File: config.mk
export PLATFORM = sky130hd
export DESIGN_NAME = hub_force_config_override
export DESIGN_NICKNAME = d
export VERILOG_FILES = /design/src/hdl/hub_override_pkg.sv /design/src/hdl/strobe_merge.sv /design/src/hdl/hub_force_config_override.sv
export SDC_FILE = /design/constraint.sdc
export NUM_CORES = 1
export LEC_CHECK = 0
export ABC_AREA = 0
export BUFFER_PORTS_ARGS = -buffer_cell sky130_fd_sc_hd__clkbuf_2
export CAP_MARGIN = 20
export CORE_MARGIN = 8
export CORE_UTILIZATION = 43
export DETAILED_ROUTE_END_ITERATION = 8
export PLACE_DENSITY = 0.81
export SKIP_LAST_GASP = 1
export SYNTH_ARGS = -nofsm -noshare
export SYNTH_HDL_FRONTEND = slang
export SYNTH_SLANG_ARGS = --single-unit
export TNS_END_PERCENT = 30
File: constraint.sdc
create_clock -name aclk -period 1.62 [get_ports aclk]
set_input_delay 0.162 -clock aclk [delete_from_list [all_inputs] [get_ports aclk]]
set_output_delay 0.162 -clock aclk [all_outputs]
set_load 0.02 [all_outputs]
File: src/hdl/hub_override_pkg.sv
// package: register map, field layout and bus constants of the hub override bank
package hub_override_pkg;
  localparam logic [11:0] HUB_CONFIG_OVERRIDE_ADDR  = 12'h014;
  localparam logic [11:0] PORT_ENABLE_OVERRIDE_ADDR = 12'h018;
  localparam logic [11:0] OVERRIDE_STATUS_ADDR      = 12'h01C;
  localparam int          FORCE_HUB_CONFIGURED_BIT            = 0;
  localparam int          PORT_FIELD_W              = 6;
  localparam logic [5:0]  PORT_FIELD_RESET          = 6'h00;
  localparam logic [1:0]  RESP_OKAY                 = 2'b00;
  localparam logic [1:0]  RESP_SLVERR               = 2'b10;
  localparam logic [31:0] DATA_ZERO                 = 32'h0000_0000;

  typedef struct packed {
    logic        hub_configured;
    logic        port_enabled;
    logic [5:0]  port_speed;
  } hub_state_s;

  typedef enum logic [1:0] {
    WR_IDLE = 2'b00,
    WR_RESP = 2'b01
  } wr_state_e;
endpackage

File: src/hdl/strobe_merge.sv
// module: applies AXI4-Lite byte strobes to a stored word
`timescale 1ns/1ps
module strobe_merge (
  // data
  input  wire logic [31:0] old_word,
  input  wire logic [31:0] new_word,
  input  wire logic [3:0]  strb,
  // result
  output logic      [31:0] merged
);
  genvar g;
  generate
    for (g = 0; g < 4; g++) begin : g_lane
      assign merged[g*8 +: 8] = strb[g] ? new_word[g*8 +: 8] : old_word[g*8 +: 8];
    end
  endgenerate
endmodule

File: src/hdl/hub_force_config_override.sv
// module: root hub force-configure and port-enable override registers, AXI4-Lite slave
`timescale 1ns/1ps
module hub_force_config_override
  import hub_override_pkg::*;
(
  // clock and reset
  input  wire logic        aclk,
  input  wire logic        aresetn,
  // write address
  input  wire logic [11:0] s_axi_awaddr,
  input  wire logic        s_axi_awvalid,
  output logic             s_axi_awready,
  // write data
  input  wire logic [31:0] s_axi_wdata,
  input  wire logic [3:0]  s_axi_wstrb,
  input  wire logic        s_axi_wvalid,
  output logic             s_axi_wready,
  // write response
  output logic [1:0]       s_axi_bresp,
  output logic             s_axi_bvalid,
  input  wire logic        s_axi_bready,
  // read address
  input  wire logic [11:0] s_axi_araddr,
  input  wire logic        s_axi_arvalid,
  output logic             s_axi_arready,
  // read data
  output logic [31:0]      s_axi_rdata,
  output logic [1:0]       s_axi_rresp,
  output logic             s_axi_rvalid,
  input  wire logic        s_axi_rready,
  // hub state toward the root hub logic
  output logic             hub_configured,
  output logic             port_enabled,
  output logic [5:0]       port_speed
);

  function automatic logic is_mapped(input logic [11:0] a);
    return (a == HUB_CONFIG_OVERRIDE_ADDR) || (a == PORT_ENABLE_OVERRIDE_ADDR) ||
           (a == OVERRIDE_STATUS_ADDR);
  endfunction

  logic [11:0] awaddr_ff;
  logic        aw_held_ff;
  logic [31:0] wdata_ff;
  logic [3:0]  wstrb_ff;
  logic        w_held_ff;
  wr_state_e   wr_state_ff;
  logic [1:0]  bresp_ff;
  logic        rvalid_ff;
  logic [31:0] rdata_ff;
  logic [1:0]  rresp_ff;
  hub_state_s  state_ff;
  logic        force_flag_ff;
  logic [31:0] merged;
  logic        do_write;
  logic [31:0] nxt_rdata;
  logic        awready_ff;
  logic        wready_ff;
  logic        bvalid_ff;
  logic        arready_ff;

  // handshake outputs are flip-flops so no bus output is a decode of state
  assign s_axi_awready = awready_ff;
  assign s_axi_wready  = wready_ff;
  assign s_axi_bvalid  = bvalid_ff;
  assign s_axi_bresp   = bresp_ff;
  assign s_axi_arready = arready_ff;
  assign s_axi_rvalid  = rvalid_ff;
  assign s_axi_rdata   = rdata_ff;
  assign s_axi_rresp   = rresp_ff;
  assign hub_configured = state_ff.hub_configured;
  assign port_enabled   = state_ff.port_enabled;
  assign port_speed     = state_ff.port_speed;

  // address and data are each taken once, in either order, while no response is pending;
  // each half closes on its own handshake and reopens only when the response is taken
  always_ff @(posedge aclk) begin
    if (!aresetn) begin
      awready_ff <= 1'b1;
    end else if (s_axi_awvalid && awready_ff) begin
      awready_ff <= 1'b0;
    end else if (bvalid_ff && s_axi_bready) begin
      awready_ff <= 1'b1;
    end
  end

  always_ff @(posedge aclk) begin
    if (!aresetn) begin
      wready_ff <= 1'b1;
    end else if (s_axi_wvalid && wready_ff) begin
      wready_ff <= 1'b0;
    end else if (bvalid_ff && s_axi_bready) begin
      wready_ff <= 1'b1;
    end
  end

  // response stands from the commit edge until bready is seen
  always_ff @(posedge aclk) begin
    if (!aresetn) begin
      bvalid_ff <= 1'b0;
    end else if (do_write) begin
      bvalid_ff <= 1'b1;
    end else if (bvalid_ff && s_axi_bready) begin
      bvalid_ff <= 1'b0;
    end
  end

  // one read in flight: the address channel stays shut while read data stands
  always_ff @(posedge aclk) begin
    if (!aresetn) begin
      arready_ff <= 1'b1;
    end else if (s_axi_arvalid && arready_ff) begin
      arready_ff <= 1'b0;
    end else if (rvalid_ff && s_axi_rready) begin
      arready_ff <= 1'b1;
    end
  end

  always_ff @(posedge aclk) begin
    if (!aresetn) begin
      aw_held_ff <= 1'b0;
      awaddr_ff  <= 12'h000;
    end else if (do_write) begin
      aw_held_ff <= 1'b0;
    end else if (s_axi_awvalid && s_axi_awready) begin
      aw_held_ff <= 1'b1;
      awaddr_ff  <= s_axi_awaddr;
    end
  end

  always_ff @(posedge aclk) begin
    if (!aresetn) begin
      w_held_ff <= 1'b0;
      wdata_ff  <= DATA_ZERO;
      wstrb_ff  <= 4'h0;
    end else if (do_write) begin
      w_held_ff <= 1'b0;
    end else if (s_axi_wvalid && s_axi_wready) begin
      w_held_ff <= 1'b1;
      wdata_ff  <= s_axi_wdata;
      wstrb_ff  <= s_axi_wstrb;
    end
  end

  // the write commits one cycle after both halves are held
  assign do_write = aw_held_ff & w_held_ff & (wr_state_ff == WR_IDLE);

  always_ff @(posedge aclk) begin
    if (!aresetn) begin
      wr_state_ff <= WR_IDLE;
      bresp_ff    <= RESP_OKAY;
    end else begin
      case (wr_state_ff)
        WR_IDLE: begin
          if (do_write) begin
            wr_state_ff <= WR_RESP;
            bresp_ff    <= is_mapped(awaddr_ff) ? RESP_OKAY : RESP_SLVERR;
          end
        end
        WR_RESP: begin
          if (s_axi_bready) begin
            wr_state_ff <= WR_IDLE;
          end
        end
        default: begin
          wr_state_ff <= WR_IDLE;
        end
      endcase
    end
  end

  strobe_merge u_merge (
    .old_word (DATA_ZERO),
    .new_word (wdata_ff),
    .strb     (wstrb_ff),
    .merged   (merged)
  );

  // reserved bits are ignored on write; software is expected to keep them zero
  // reserved bits dropped
  always_ff @(posedge aclk) begin
    if (!aresetn) begin
      force_flag_ff <= 1'b0;
    end else if (do_write && awaddr_ff == HUB_CONFIG_OVERRIDE_ADDR &&
                 merged[FORCE_HUB_CONFIGURED_BIT]) begin
      force_flag_ff <= 1'b1;
    end
  end

  always_ff @(posedge aclk) begin
    if (!aresetn) begin
      state_ff <= '{hub_configured: 1'b0, port_enabled: 1'b0, port_speed: PORT_FIELD_RESET};
    end else if (do_write) begin
      if (awaddr_ff == HUB_CONFIG_OVERRIDE_ADDR && merged[FORCE_HUB_CONFIGURED_BIT]) begin
        state_ff.hub_configured <= 1'b1;
      end
      // zero write has no effect: no branch clears hub_configured
      if (awaddr_ff == PORT_ENABLE_OVERRIDE_ADDR && force_flag_ff && wstrb_ff[0]) begin
        state_ff.port_speed   <= wdata_ff[PORT_FIELD_W-1:0];
        state_ff.port_enabled <= (wdata_ff[PORT_FIELD_W-1:0] != PORT_FIELD_RESET);
      end
    end
  end

  always_comb begin
    nxt_rdata = DATA_ZERO;
    case (s_axi_araddr)
      HUB_CONFIG_OVERRIDE_ADDR:  nxt_rdata = DATA_ZERO;
      PORT_ENABLE_OVERRIDE_ADDR: nxt_rdata = {26'h000_0000, state_ff.port_speed};
      OVERRIDE_STATUS_ADDR:      nxt_rdata = {29'h0000_0000, force_flag_ff,
                                              state_ff.port_enabled,
                                              state_ff.hub_configured};
      default:                   nxt_rdata = DATA_ZERO;
    endcase
  end

  always_ff @(posedge aclk) begin
    if (!aresetn) begin
      rvalid_ff <= 1'b0;
      rdata_ff  <= DATA_ZERO;
      rresp_ff  <= RESP_OKAY;
    end else if (s_axi_arvalid && s_axi_arready) begin
      rvalid_ff <= 1'b1;
      rdata_ff  <= nxt_rdata;
      rresp_ff  <= is_mapped(s_axi_araddr) ? RESP_OKAY : RESP_SLVERR;
    end else if (rvalid_ff && s_axi_rready) begin
      rvalid_ff <= 1'b0;
    end
  end
endmodule

==> results_dict.tcl, run 1 <==
set metrics [dict create \
    cts_buffer_depth 2 \
    hold_path_class "input port to flop" \
    hold_viol_final 0 \
    syn_inst 217 \
    start_kind "flop" \
    fp.coreArea_um2 4380 \
    critPathCapture "port_speed[3]$_SDFFE_PN0P_" \
    cp.required_ps 1840 \
    critPathLaunch "awaddr_ff[11]$_SDFFE_PN0P_" \
    yosysSeqAreaShare_pct 44.5 \
    finalMaxSlewViolations 0 \
    wl_met2_um 1900 \
    numClockSinks 44 \
    max_freq_mhz 703 \
    antenna_found_initial 0 \
    rsz0062_at_grt "false" \
    reg2reg_depth 5 \
    outcome "finished clean" \
    slowest_delay_ps 340 \
    r2r_end "port_speed[3]$_SDFFE_PN0P_" \
    leakagePower_nw 1.04 \
    cts_root_buf "clkbuf_8" \
    synth.distinct_cells 33 \
    reg2reg_from "awaddr_ff[11]$_SDFFE_PN0P_" \
    endpoint_kind "flop" \
    fin_setup_tns_ps 0 \
    grt_max_degree 43 \
    drt-pass1-iter-count 4 \
    power-per-cell-area_nw_per_um2 914 \
    routabilityCongestion 0.709 \
    grt-ovfl-total 0 \
    dieHeight_um 83.8 \
    period_share_pct 87.8 \
    worst-path-buf-inv 1 \
    hold_ws_ps 92.6 \
    finalSetupViolations 0 \
    synth_area_per_cell_um2 9.12 \
    ctsResizeCount 0 \
    drive_gt1_share_pct 26.8 \
    path_cells "nor4b_4, nand4_2, nor3_4, buf_12, mux2i_1" \
    die-area_um2 7030 \
    path_class "flop to flop" \
    totalWireLength_um 4150 \
    routed_via_density 4.59 \
    crit_fanout 7 \
    cts_buffers 5 \
    critPathArrivalTime_ps 1650 \
    syn_area_um2 1980 \
    die_w_um 83.8 \
    ys_seq_elements 44 \
    wl_met3_um 472 \
    grt_pass1_wl_um 6820 \
    h-tree-depth 2 \
    drt-met1-wl_um 1730 \
    total_power_mw 2.12 \
    worst-path-stages 5 \
    reg2reg_slack_ps 200 \
    vias 1504 \
    io_pins 116 \
    ir_worst_vdd_uv 598 \
    crit_slowest_cell "dfxtp_1" \
    clk_pin_slew_ps 80 \
    grt_usage_pct 11.5 \
    cts_hold_buf 0 \
    portBuffers 58 \
    hpwlAfterDp_um 3310 \
    final_area_um2 2320 \
    area_growth_pct 17.0 \
    tritoncts "built" \
    initial_core_util_pct 45.1 \
    postCtsSetupRepairBufs 0 \
    nNetsFinal 343 \
    clk_latency_ps 290 \
    fin_crit_ps 1420 \
    yosysWarningCount 0 \
    highest_layer "met4" \
    cap_violations 0 \
    grt_pass1_vias 1471 \
    num_antenna_cells 0 \
    drt_iter0_markers 53 \
    finalClockSkew_ps 8.60 \
    placementRows 24 \
    crit_family "simple AND/OR/NAND/NOR gates" \
    drc 0 \
    wl_per_cell_um 12.6 \
    ant_nets 0 \
    place_area_um2 2230 \
]
-- registers in the layout, summed over array words and instances, names as in the netlist, 6 cells and up --
| register | count |
|---|---|
| awaddr_ff | 12 |
| port_speed | 6 |
| s_axi_rdata | 6 |
| wdata_ff | 6 |
-- cells in the mapped netlist, drive strengths merged --
cell type | n | share of area, %
buf | 28 | 11
nor2 | 7 | 1.5
and3b | 1 | 0.44
mux2i | 17 | 8.6
a21oi | 4 | 1.0
o21a | 2 | 0.76
nand2b | 3 | 0.95
conb | 1 | 0.19
nor2b | 7 | 2.2
and4 | 1 | 0.44
o2111a | 1 | 0.57
nor4b | 2 | 1.6
dfxtp | 44 | 45
a22o | 3 | 1.3
a31oi | 1 | 0.32
o21ai | 8 | 2.0
o31ai | 1 | 0.38
nor3b | 1 | 0.38
a21boi | 15 | 5.7
and2 | 3 | 0.95
nand2 | 48 | 9.1
clkbuf | 9 | 1.7
nand3b | 1 | 0.38
nand4 | 2 | 0.95
nor4 | 3 | 1.7
nor3 | 2 | 1.1
nand3 | 1 | 0.25
or4 | 1 | 0.38
-- cell families after synthesis --
logic type / after synthesis / synth area share [%]
other cells: 1 / 0.189
mux: 17 / 8.60
compound gates: 35 / 12.1
buf+inv: 37 / 12.3
flops: 44 / 44.5
simple gates: 83 / 22.3
-- stage by stage --
step | setup WS [ps] | util [%] | std cells
floorplan | 199 | - | 244
global placement | 192 | 51.0 | 321
detailed placement | 138 | 51.0 | 321
CTS | 112 | 52.8 | 328
global route | 48.7 | 52.8 | 328
finish | 198 | 52.8 | 328
-- where the power goes --
group / internal, mW / switching [mW]
Sequential: 1.13 / 0.0408
Combinational: 0.114 / 0.182
Clock: 0.292 / 0.358
Total: 1.54 / 0.580
-- cell type report --
type / instances / area, um2
clock buffers: 5 / 68.8
well taps: 52 / 65.1
clock inverters: 2 / 12.5
flip-flops and latches: 44 / 881
fillers: 439 / 2070
multi-input cells: 163 / 956
repair buffers: 62 / 333
-- layout by cell type (no fill, tap or decap), drive strengths merged, types with 7 or more instances in the layout --
master | netlist | routed
clkbuf | 9 | 63
nand2 | 48 | 48
dfxtp | 44 | 44
conb | 1 | 28
mux2i | 17 | 17
a21boi | 15 | 15
o21ai | 8 | 8
nor2b | 7 | 7
nor2 | 7 | 7
-- worst reg2reg max path, cell delays in order (launching register included) --
cell,delay [ps]
dfxtp_1,340
nor4b_4,310
nand4_2,180
nor3_4,180
buf_12,150
mux2i_1,190
-- routing by layer --
metal | vias to the layer above | global-route usage, %
li1 | 794 | -
met1 | 648 | 11.9
met2 | 56 | 18.9
met3 | 6 | 7.23
met4 | 0 | 3.30
met5 | - | 0
-- how the worst min path moves through the flow --
stage,start,to,slack (ps),depth (start not counted)
finish,s_axi_awaddr[10],awaddr_ff[10]$_SDFFE_PN0P_,90,3
detailed placement,s_axi_awaddr[10],awaddr_ff[10]$_SDFFE_PN0P_,400,3
global placement,aresetn,s_axi_arready$_SDFFE_PN1P_,390,2
global route,s_axi_awaddr[10],awaddr_ff[10]$_SDFFE_PN0P_,90,3
floorplan,s_axi_wvalid,w_held_ff$_SDFFE_PP0P_,300,2
CTS,s_axi_awaddr[10],awaddr_ff[10]$_SDFFE_PN0P_,90,3
No activity file was read; power rests on OpenSTA's default activity.
==> run 2: changes to the inputs <==
--- a/config.mk
+++ b/config.mk
@@ -8,10 +8,12 @@
 export ABC_AREA = 0
 export BUFFER_PORTS_ARGS = -buffer_cell sky130_fd_sc_hd__clkbuf_2
 export CAP_MARGIN = 20
+export CELL_PAD_IN_SITES_DETAIL_PLACEMENT = 2
+export CELL_PAD_IN_SITES_GLOBAL_PLACEMENT = 2
 export CORE_MARGIN = 8
-export CORE_UTILIZATION = 43
+export CORE_UTILIZATION = 23
 export DETAILED_ROUTE_END_ITERATION = 8
-export PLACE_DENSITY = 0.81
+export PLACE_DENSITY = 0.8
 export SKIP_LAST_GASP = 1
 export SYNTH_ARGS = -nofsm -noshare
 export SYNTH_HDL_FRONTEND = slang
==> results_dict.tcl, run 2 (synthesized netlist as in run 1, its figures left out) <==
set metrics [dict create \
    ctsResizeCount 0 \
    grt_pass1_wl_um 8920 \
    totalWireLength_um 5580 \
    worst-path-buf-inv 1 \
    multi_input_area_um2 956 \
    nNetsFinal 346 \
    portBuffers 58 \
    leakagePower_nw 1.06 \
    critPathArrivalTime_ps 1690 \
    drc 0 \
    maxSlewHeadroom_pct 66.1 \
    numClockSinks 44 \
    dp_cells 380 \
    drt-pass1-iter-count 3 \
    max_freq_mhz 681 \
    power-per-cell-area_nw_per_um2 907 \
    wl_per_cell_um 14.4 \
    path_cells "nor4b_4, nand4_2, nor3_4, buf_12, mux2i_1" \
    rsz0062_at_grt "false" \
    fp.coreArea_um2 8550 \
    final_area_um2 2420 \
    hpwlAfterDp_um 4670 \
    area_growth_pct 22.1 \
    crit_slowest_cell "dfxtp_1" \
    instances_no_fill 388 \
    tightest_slew_ps 502 \
    cts_root_buf "clkbuf_8" \
    finalMaxSlewViolations 0 \
    die_w_um 109 \
    io_pins 116 \
    ant_nets 0 \
    hold_viol_final 0 \
    cp.required_ps 1840 \
    hold_path_class "input port to flop" \
    drt_iter0_markers 26 \
    final_common_cell "clkbuf_2" \
    initial_core_util_pct 23.1 \
    path_class "flop to flop" \
    cts_buffer_depth 2 \
    tritoncts "built" \
    h-tree-depth 2 \
    endpoint_kind "flop" \
    routed_via_density 4.22 \
    vias 1637 \
    clk_latency_ps 300 \
    reg2reg_slack_ps 150 \
    die-area_um2 11800 \
    final_cell_mix "58 x clkbuf_2, 48 x nand2_1, 44 x dfxtp_1" \
    outcome "finished clean" \
    grt_usage_pct 9.53 \
    cts_buffers 5 \
    ir_worst_vdd_uv 325 \
    grt_max_degree 27 \
    antenna_found_initial 0 \
    placementRows 34 \
    largest_register_ffs 12 \
    n_fill_cell 1024 \
    fin_setup_tns_ps 0 \
    start_kind "flop" \
    crit_family "simple AND/OR/NAND/NOR gates" \
    finalSetupViolations 0 \
    drive_gt1_share_pct 27.9 \
    seqCellArea_um2 881 \
    period_share_pct 90.6 \
    grt_pass1_vias 1814 \
    routabilityCongestion 0.713 \
    crit_fanout 7 \
    cap_violations 0 \
    place_area_um2 2330 \
    cts_hold_buf 0 \
    finalClockSkew_ps 14.8 \
    fin_crit_ps 1470 \
    num_antenna_cells 0 \
    grt-ovfl-total 0 \
    slowest_delay_ps 340 \
    postCtsSetupRepairBufs 0 \
    clk_pin_slew_ps 90 \
    dieHeight_um 109 \
    largest-register "awaddr_ff" \
]
## run 2: changes by cell type in the layout (fill, tap and decap cells not counted), sizes merged
cell / before / now
inv: 0 / 1
buf: 4 / 7
## run 2: layer usage
metal | GRT usage, % | part of all wire [%] | up-vias
met5 | 0 | 0 | -
met3 | 3.25 | 7.2 | 4
li1 | - | - | 802
met1 | 9.82 | 39 | 782
met4 | 2.35 | 0.61 | 0
met2 | 18.0 | 54 | 49
## run 2: tightest hold or removal path, stage by stage
cell and delay (ps):
clkbuf_2 80, nand2_1 40, a21boi_0 60
## run 2: per-stage QoR
step / hold slack [ps] / utilization, % / total power, mW / worst slack (ps)
after floorplan: 305 / - / 1.45 / 199
after CTS: 79.9 / 28.3 / 2.24 / 65.5
after global placement: 396 / 27.2 / 1.51 / 166
final: 91.4 / 28.3 / 2.19 / 153
after detailed placement: 408 / 27.2 / 1.52 / 88.6
after global routing: 79.0 / 28.3 / 2.33 / 27.1
## run 2: area by class of cell
type                            instances  area share [%]
Clock buffer                            5            2.85
Clock inverter                          3           0.880
Multi-Input combinational cell        163            39.5
Sequential cell                        44            36.4
Tap cell                              108            5.59
Timing Repair Buffer                   65            14.7
## run 2: final timing paths
| check | start | end | cells after the start |
|---|---|---|---|
| min | s_axi_awaddr[10] | awaddr_ff[10]$_SDFFE_PN0P_ | 3 |
| max reg2reg | awaddr_ff[11]$_SDFFE_PN0P_ | port_speed[0]$_SDFFE_PN0P_ | 5 |
| max | awaddr_ff[11]$_SDFFE_PN0P_ | port_speed[0]$_SDFFE_PN0P_ | 5 |
| min reg2reg | port_speed[2]$_SDFFE_PN0P_ | port_speed[2]$_SDFFE_PN0P_ | 2 |
## run 2: power breakdown
group | internal (mW) | leakage, nW | switching [mW]
registers | 1.13 | 0.360 | 0.0425
clock network | 0.306 | 0.0445 | 0.398
logic | 0.119 | 0.652 | 0.196
total | 1.56 | 1.06 | 0.636
